--- config.mk ---
export PLATFORM = sky130hd
export DESIGN_NAME = retire_progress_timeout_watchdog
export DESIGN_NICKNAME = d
export VERILOG_FILES = /design/src/rtl/retire_wdt_pkg.sv /design/src/rtl/retire_wdt_if.sv /design/src/rtl/retire_progress_timeout_watchdog.sv /design/src/rtl/retire_progress_counter.sv
export SDC_FILE = /design/constraint.sdc
export NUM_CORES = 1
export LEC_CHECK = 0
export BUFFER_PORTS_ARGS = -buffer_cell sky130_fd_sc_hd__buf_2
export CAP_MARGIN = 15
export CORE_UTILIZATION = 35
export DETAILED_ROUTE_END_ITERATION = 8
export GPL_TIMING_DRIVEN = 1
export PLACE_DENSITY = 0.66
export SLEW_MARGIN = 25
export SYNTH_ARGS = -nofsm -noshare
export SYNTH_HDL_FRONTEND = slang
export SYNTH_SLANG_ARGS = --single-unit
--- constraint.sdc ---
create_clock -name sys_clk_i -period 1.5 [get_ports sys_clk_i]
set_input_delay 0.3 -clock sys_clk_i [delete_from_list [all_inputs] [get_ports sys_clk_i]]
set_output_delay 0.3 -clock sys_clk_i [all_outputs]
set_load 0.05 [all_outputs]
--- src/rtl/retire_wdt_pkg.sv ---
// Purpose: shared constants for the retirement progress watchdog
// Assumes: single core clock, asynchronous active-high reset
// Notes:   counter width selects base or alternative variant
package retire_wdt_pkg;
    // ------------------------------------------------------------------
    // counter widths
    // ------------------------------------------------------------------
    localparam int unsigned BASE_CNT_WIDTH = 15;
    localparam int unsigned ALT_CNT_WIDTH  = 23;
    // ------------------------------------------------------------------
    // status layout
    // ------------------------------------------------------------------
    localparam int unsigned STATUS_WIDTH        = 64;
    localparam int unsigned TIMEOUT_FLAG_BIT    = 38;
    localparam logic [63:0] STATUS_RESET_VALUE  = 64'h0000_0000_0000_0000;
endpackage : retire_wdt_pkg

--- src/rtl/retire_wdt_if.sv ---
// Purpose: carrier between watchdog top and its progress counter
// Assumes: one clock domain
// Notes:   clear request in, carry pulse out
`timescale 1ns/1ps
interface retire_wdt_if;
    logic clear;
    logic carry;
    modport ctl (output clear, input  carry);
    modport cnt (input  clear, output carry);
endinterface : retire_wdt_if

--- src/rtl/retire_progress_timeout_watchdog.sv ---
// Purpose: retirement progress watchdog with machine-check flag
// Assumes: event inputs come from core logic on sys_clk_i
// Notes:   flag is sticky until status clear or reset
//
// Behaviour
// RQ1 - base counter is 15 bits; carry out of top bit declares a time-out.
// RQ2 - alternative variant uses 23 bits, carry from bit 22; width is a parameter.
// RQ3 - any micro-instruction retirement clears the counter to zero.
// RQ4 - exception, reset or bus-init event also clear the counter.
// RQ5 - a time-out sets bit 38 of the machine-check bank status.
// RQ6 - counter increments by one each cycle without a clearing condition.
`timescale 1ns/1ps
module retire_progress_timeout_watchdog #(
    parameter int unsigned CNT_WIDTH = retire_wdt_pkg::BASE_CNT_WIDTH
) (
    // clock and reset
    input  wire logic        sys_clk_i,
    input  wire logic        sys_rst_i,
    // core events
    input  wire logic        retire_i,
    input  wire logic        exception_i,
    input  wire logic        bus_init_event_i,
    // status clear from machine-check logic
    input  wire logic        status_clear_i,
    // outputs
    output logic             timeout_pulse_o,
    output logic             retire_timeout_flag_o,
    output logic [63:0]      machine_check_bank_status_o
);
    retire_wdt_if wdt ();

    logic        flag;
    logic        timeout_q;
    logic        next_flag;

    // ------------------------------------------------------------------
    // clearing conditions
    // ------------------------------------------------------------------
    assign wdt.clear = retire_i || exception_i || bus_init_event_i; // see RQ3 see RQ4

    retire_progress_counter #(
        .CNT_WIDTH (CNT_WIDTH)
    ) u_counter (
        .sys_clk_i (sys_clk_i),
        .sys_rst_i (sys_rst_i),
        .wdt       (wdt)
    );

    // ------------------------------------------------------------------
    // sticky flag, set wins over clear
    // ------------------------------------------------------------------
    assign next_flag = wdt.carry || (flag && !status_clear_i); // see RQ5

    always_ff @(posedge sys_clk_i or posedge sys_rst_i) begin
        if (sys_rst_i) begin
            flag      <= 1'b0;
            timeout_q <= 1'b0;
        end else begin
            flag      <= next_flag;
            timeout_q <= wdt.carry;
        end
    end

    assign timeout_pulse_o       = timeout_q;
    assign retire_timeout_flag_o = flag;

    always_comb begin
        machine_check_bank_status_o = retire_wdt_pkg::STATUS_RESET_VALUE;
        machine_check_bank_status_o[retire_wdt_pkg::TIMEOUT_FLAG_BIT] = flag; // see RQ5
    end

    // ------------------------------------------------------------------
    // checks
    // ------------------------------------------------------------------
    property p_flag_set;
        @(posedge sys_clk_i) disable iff (sys_rst_i)
        wdt.carry |=> machine_check_bank_status_o[retire_wdt_pkg::TIMEOUT_FLAG_BIT]
                      && timeout_pulse_o;
    endproperty
    a_flag_set: assert property (p_flag_set) else $error("time-out flag not set"); // see RQ5

    property p_flag_hold;
        @(posedge sys_clk_i) disable iff (sys_rst_i)
        (flag && !status_clear_i) |=> flag;
    endproperty
    a_flag_hold: assert property (p_flag_hold) else $error("flag dropped"); // see RQ5

    property p_flag_cause;
        @(posedge sys_clk_i) disable iff (sys_rst_i)
        $rose(flag) |-> $past(wdt.carry);
    endproperty
    a_flag_cause: assert property (p_flag_cause) else $error("flag without carry"); // see RQ1

    property p_clear_no_carry;
        @(posedge sys_clk_i) disable iff (sys_rst_i)
        (retire_i || exception_i || bus_init_event_i) |-> !wdt.carry;
    endproperty
    a_clear_no_carry: assert property (p_clear_no_carry) else $error("carry on clear"); // see RQ4

    property p_pulse_single;
        @(posedge sys_clk_i) disable iff (sys_rst_i)
        (timeout_pulse_o && !wdt.carry) |=> !timeout_pulse_o;
    endproperty
    a_pulse_single: assert property (p_pulse_single) else $error("pulse too long"); // see RQ1

    property p_pulse_flag;
        @(posedge sys_clk_i) disable iff (sys_rst_i)
        timeout_pulse_o |-> retire_timeout_flag_o;
    endproperty
    a_pulse_flag: assert property (p_pulse_flag) else $error("pulse without flag"); // see RQ5

    property p_flag_release;
        @(posedge sys_clk_i) disable iff (sys_rst_i)
        (status_clear_i && !wdt.carry) |=> !flag;
    endproperty
    a_flag_release: assert property (p_flag_release) else $error("flag not cleared"); // see RQ5

    property p_status_only_flag;
        @(posedge sys_clk_i) disable iff (sys_rst_i)
        (machine_check_bank_status_o
            & ~(64'h0000_0000_0000_0001 << retire_wdt_pkg::TIMEOUT_FLAG_BIT)) == '0;
    endproperty
    a_status_only_flag: assert property (p_status_only_flag) else $error("stray status bit"); // see RQ5
endmodule : retire_progress_timeout_watchdog

--- src/rtl/retire_progress_counter.sv ---
// Purpose: progress counter that reports carry out of its top bit
// Assumes: clear is synchronous to sys_clk_i
// Notes:   width is a parameter, wraps to zero after carry
`timescale 1ns/1ps
module retire_progress_counter #(
    parameter int unsigned CNT_WIDTH = retire_wdt_pkg::BASE_CNT_WIDTH
) (
    // clock and reset
    input  wire logic      sys_clk_i,
    input  wire logic      sys_rst_i,
    // control
    retire_wdt_if.cnt      wdt
);
    logic [CNT_WIDTH-1:0] count;
    logic [CNT_WIDTH:0]   sum;

    // ------------------------------------------------------------------
    // counting
    // ------------------------------------------------------------------
    assign sum       = {1'b0, count} + {{CNT_WIDTH{1'b0}}, 1'b1};
    assign wdt.carry = !wdt.clear && sum[CNT_WIDTH]; // see RQ1 see RQ2

    always_ff @(posedge sys_clk_i or posedge sys_rst_i) begin
        if (sys_rst_i) begin
            count <= '0;
        end else if (wdt.clear) begin
            count <= '0; // see RQ3 see RQ4
        end else begin
            count <= sum[CNT_WIDTH-1:0]; // see RQ6
        end
    end

    property p_cnt_clear;
        @(posedge sys_clk_i) disable iff (sys_rst_i)
        wdt.clear |=> (count == '0);
    endproperty
    a_cnt_clear: assert property (p_cnt_clear) else $error("count not cleared"); // see RQ3

    property p_cnt_step;
        @(posedge sys_clk_i) disable iff (sys_rst_i)
        !wdt.clear |=> (count == $past(count) + 1'b1);
    endproperty
    a_cnt_step: assert property (p_cnt_step) else $error("count did not step"); // see RQ6

    property p_carry_top;
        @(posedge sys_clk_i) disable iff (sys_rst_i)
        wdt.carry |-> (&count) ##1 (count == '0);
    endproperty
    a_carry_top: assert property (p_carry_top) else $error("carry not at top"); // see RQ1

    property p_carry_when_full;
        @(posedge sys_clk_i) disable iff (sys_rst_i)
        (&count && !wdt.clear) |-> wdt.carry;
    endproperty
    a_carry_when_full: assert property (p_carry_when_full) else $error("carry missed"); // see RQ2
endmodule : retire_progress_counter

Yosys cells after proc, flatten, opt, wreduce, memory -nomap -nowiden

Index checks and enable logic that the tools add are counted.

Register bits: 17
Input port bits: 6
Word-level logic and storage cells: 12

Add/subtract/negate cells: 1
Muxes and demuxes: 1
Reduce and logical (&&, ||, !) cells: 7

Operators by type and width:

| cell                                          | number |
|---|---|
| adder 15 x 1 -> 16 bit, second input constant | 1 |
| 2-to-1 mux 15 bit                             | 1 |
| logical OR 1 bit                              | 3 |
| logical AND 1 bit                             | 2 |
| logical NOT 1 bit                             | 2 |

Depth between registers and ports, before layout

Depth after elaboration: 5
Depth in mapped cells: 5

Cells and area by module

A second synthesis with hierarchy kept.

Cells, all modules: 148
Area, all modules: 1312.5 um^2

Modules (own cells, without submodules):

| module                           | times used | cells an instance | area each (um^2) |
|---|---|---|---|
| retire_progress_counter          | 1          | 77                | 757.0 |
| retire_progress_timeout_watchdog | 1          | 71                | 555.5 |

Least setup slack after synthesis

No wires, ideal clock.

Path kind: register to register
Start: register u_counter.count[0]
End: register u_counter.count[8]
Library setup time: 0.132 ns
Arrival: 1.073 ns
Data required time: 1.368 ns
Slack: 0.295 ns
Cell stages (with the launch flop): 6
Period minus slack after synthesis: 1.205 ns
Path through: dfrtp_1 ha_1 nand3_1 nor2_1 xnor2_1 nor2_1

Longest elaborated chain between the ends: 2

RTL lines:

| what                     | line                          | text |
|---|---|---|
| start: declaration       | retire_progress_counter.sv:14 | `logic [CNT_WIDTH-1:0] count;` |
| start signal: assignment | retire_progress_counter.sv:29 | `count <= sum[CNT_WIDTH-1:0];` |
| adder 15 x 1 -> 16 bit   | retire_progress_counter.sv:20 | `assign sum = {1'b0, count} + {{CNT_WIDTH{1'b0}}, 1'b1};` |
| 2-to-1 mux 15 bit        | retire_progress_counter.sv:26 | `end else if (wdt.clear) begin` |

No other way between the ends.

Worst setup path in the final report

Start: register u_counter.count[0]
End: register u_counter.count[12]

Same word-level chain as after synthesis.

==> metrics.csv <==
stage;metric;value;unit
synthesis;XOR/XNOR Fraction of Synth Area;6.08;%
placed_design;Area after DPL;1150;sq um
run;maxcap violations;0;
synthesis;synth top area cells;buf_4 (37%), dfrtp_1 (33%), xnor2_1 (4.7%);
final_layout;share of layout cells above drive strength 1;11.0;%
die;row cnt;21;
final_layout;Final Non-Filler Cells;201;
critical_path;r2r setup slk;0.11;ns
clock_network;Setup Buffers After CTS;0;
final_layout;Synth-to-Final Area Change;-7.52;%
grt;GRT Overall Usage;8.63;%
clock_network;clock slew at reported path FFs;0.06;ns
grt;first-pass GRT wire length;2620;um
critical_path;CP endpoint;u_counter.count[12];
synthesis;Seq/Total Area, Yosys;32.8;%
critical_path;Crit Path Category;reg2reg;
status;status;finished clean;
sta;f_max;0.719;GHz
detailed_routing;Iteration-0 DRC Markers;8;
critical_path;Reg2Reg Depth;5;
grt;overflow left after global routing;0;
final_layout;# diodes;0;
synthesis;Mean Syn Cell Area;8.89;sq um
detailed_routing;drt pass-1 iters;4;
die;core area;3440;sq um
placed_design;DP HPWL;1260;um
die;DIE AREA;3950;sq um
synthesis;Synth Area in Simple Gates;17.0;%
clock_network;clk buf depth;2;
placed_design;# port buffers;8;
synthesis;Compound-Gate Fraction of Synth Area;3.86;%
clock_network;post-CTS sizing;0;
sta;fin. max-slew vios;0;
critical_path;required time worst endpoint;1.62;ns
critical_path;crit path launch type;flip-flop;
grt;largest net degree at the start of global routing;18;
clock_network;Worst-Skew Late Latency;0.25;ns
pwr;clock power share;28.9;%
die;Die Ht;62.9;um
clock_network;Clock Tree Root;clkbuf_8;
die;io pins;72;
clock_network;CTS Hold Buffers Added;0;
synthesis;cell taking the most area after synthesis;buf_4;
final_layout;Finished Core Util;34.9;%
grt;vias in the first global route;567;
sta;PnR worst setup slack;0.109;ns
sta;Fin Setup TNS;0;ns
final_layout;cell area after layout;1200;sq um
detailed_routing;vias post-DR;733;
critical_path;Crit Reg-Reg Startpoint;u_counter.count[0];
pwr;Sw Pwr;0.509;mW
clock_network;clock sinks;17;
die;initial core utilization;37.7;%
sta;Layout Skew;0.000801;ns
clock_network;CTS buffer count;3;
synthesis;top cell type's share of synthesized area;37.0;%
synthesis;Syn. warnings;0;
grt;initial antenna violation count;0;
synthesis;Post-Synth Adder-Cell Area;0.964;%
detailed_routing;Antenna Violating Nets Remaining;0;
detailed_routing;Post-route DRC;0;
min_path;Worst Hold Class;in2async;
critical_path;Max FO, Critical Path;4;
sta;Period Utilization, post-route;92.7;%
sta;setup violators final;0;
critical_path;Setup crit start;u_counter.count[0];
pwr;sw frac;43.7;%
sta;RSZ-0062 raised after global routing;yes;
detailed_routing;DR vias/cell;3.65;
critical_path;Reg-to-Reg End;u_counter.count[12];
pwr;Design Power;1.17;mW
clock_network;TritonCTS clock tree;built;
detailed_routing;DR WL/cell;8.03;um
placed_design;Final Wtd Congestion;0.835;
pwr;Worst IR Drop VDD;369;uV
detailed_routing;routed wire length;1620;um
sta;Hold Vio Cnt, Final;0;
critical_path;critical path endpoint category;flip-flop;
critical_path;Critical Path AT;1.51;ns
final_layout;Total Nets Final;163;
pwr;power density cells;971;nW/um^2
synthesis;Synth cell types;22;
die;die width;62.9;um
placed_design;Cells after DPL;197;
synthesis;Yosys reg bits;17;
placed_design;DP Worst Slack;0.0854;ns
pwr;leakage;0.620;nW
clock_network;H-Tree Depth;1;
synthesis;Mapped Area;1300;sq um
synthesis;mux contribution to synthesized area;0;%
pwr;Internal;0.656;mW
synthesis;largest family of logic cells by synthesized area;buffers and inverters;
sta;min Tclk post-route;1.39;ns
synthesis;cell count after synthesis;146;
sta;hold slack;0.0458;ns
pwr;Seq pwr share;39.6;%
pwr;combinational share of power;31.5;%
==> cell usage in the layout (no fill, tap or decap) <==
master / count
conb_1: 63
dfrtp_1: 17
nor2_1: 12
buf_2: 8
xnor2_1: 7
nand3_1: 6
inv_1: 5
or3_1: 4
nor3_1: 4
nand2_1: 4
a21oi_1: 4
o21ai_0: 3
clkbuf_8: 3
xor2_1: 2
a21o_1: 2
nand4_4: 1
nand4_2: 1
nand4_1: 1
nor4_4: 1
nor3_2: 1
nor2_2: 1
and2_1: 1
and4_1: 1
ha_1: 1
clkbuf_1: 1
buf_4: 1
==> worst max-delay path, cell delays in order, from the launching register on <==
cell and delay, ns:
dfrtp_1 0.41, ha_1 0.26, nand3_1 0.17, nor3_1 0.22, xnor2_1 0.15, nor2_1 0.05
==> cell type report <==
| cell class | instances | area, sq um |
|---|---|---|
| fillers | 366 | 2240 |
| multi-input cells | 120 | 606 |
| flip-flops and latches | 17 | 425 |
| well taps | 46 | 57.6 |
| repair buffers | 9 | 47.5 |
| clock buffers | 4 | 45.0 |
| inverters | 5 | 18.8 |
==> sequential cells by signal (all words and copies together), names as in the netlist <==
signal                 cells
retire_timeout_flag_o      1
u_counter.count           15
timeout_pulse_o            1
==> per-layer routing <==
metal	up-vias	GRT usage (%)	share of wire, %
li1	357	-	-
met1	329	11.2	45
met2	45	12.4	46
met3	2	4.38	8.0
met4	0	2.62	0.62
met5	-	0	0
==> power groups by stage <==
stage	clock (mW)	sequential, mW	combinational (mW)
floorplan	0	0.470	0.483
detailed placement	0	0.470	0.366
CTS	0.352	0.461	0.366
finish	0.336	0.462	0.368
global route	0.368	0.461	0.381
global placement	0	0.470	0.366
==> how the worst min path moves through the flow <==
stage / to / startpoint / cells past startpoint
after floorplan: retire_timeout_flag_o / sys_rst_i / 1
after global placement: retire_timeout_flag_o / sys_rst_i / 3
after detailed placement: retire_timeout_flag_o / sys_rst_i / 3
after CTS: u_counter.count[9] / sys_rst_i / 3
after global routing: u_counter.count[6] / sys_rst_i / 3
final: retire_timeout_flag_o / sys_rst_i / 3
==> kinds of logic (layout without fill, tap and decap cells) <==
kind of cell    after synthesis  in the layout
compound gates                9              9
xor+xnor                      9              9
fa+ha+maj                     1              1
buf+inv                      71             18
flops                        17             17
other cells                   1             63
simple gates                 38             38
==> synthesized netlist by cell type, drive strengths merged <==
master,count
nand4,3
nor4,1
clkbuf,2
buf,64
o21ai,3
ha,1
a21oi,4
inv,5
and4,1
dfrtp,17
conb,1
nor3,5
and2,1
nor2,13
nand3,6
xnor2,7
a21o,2
nand2,4
xor2,2
or3,4
Power figures use the tool's default switching activity.
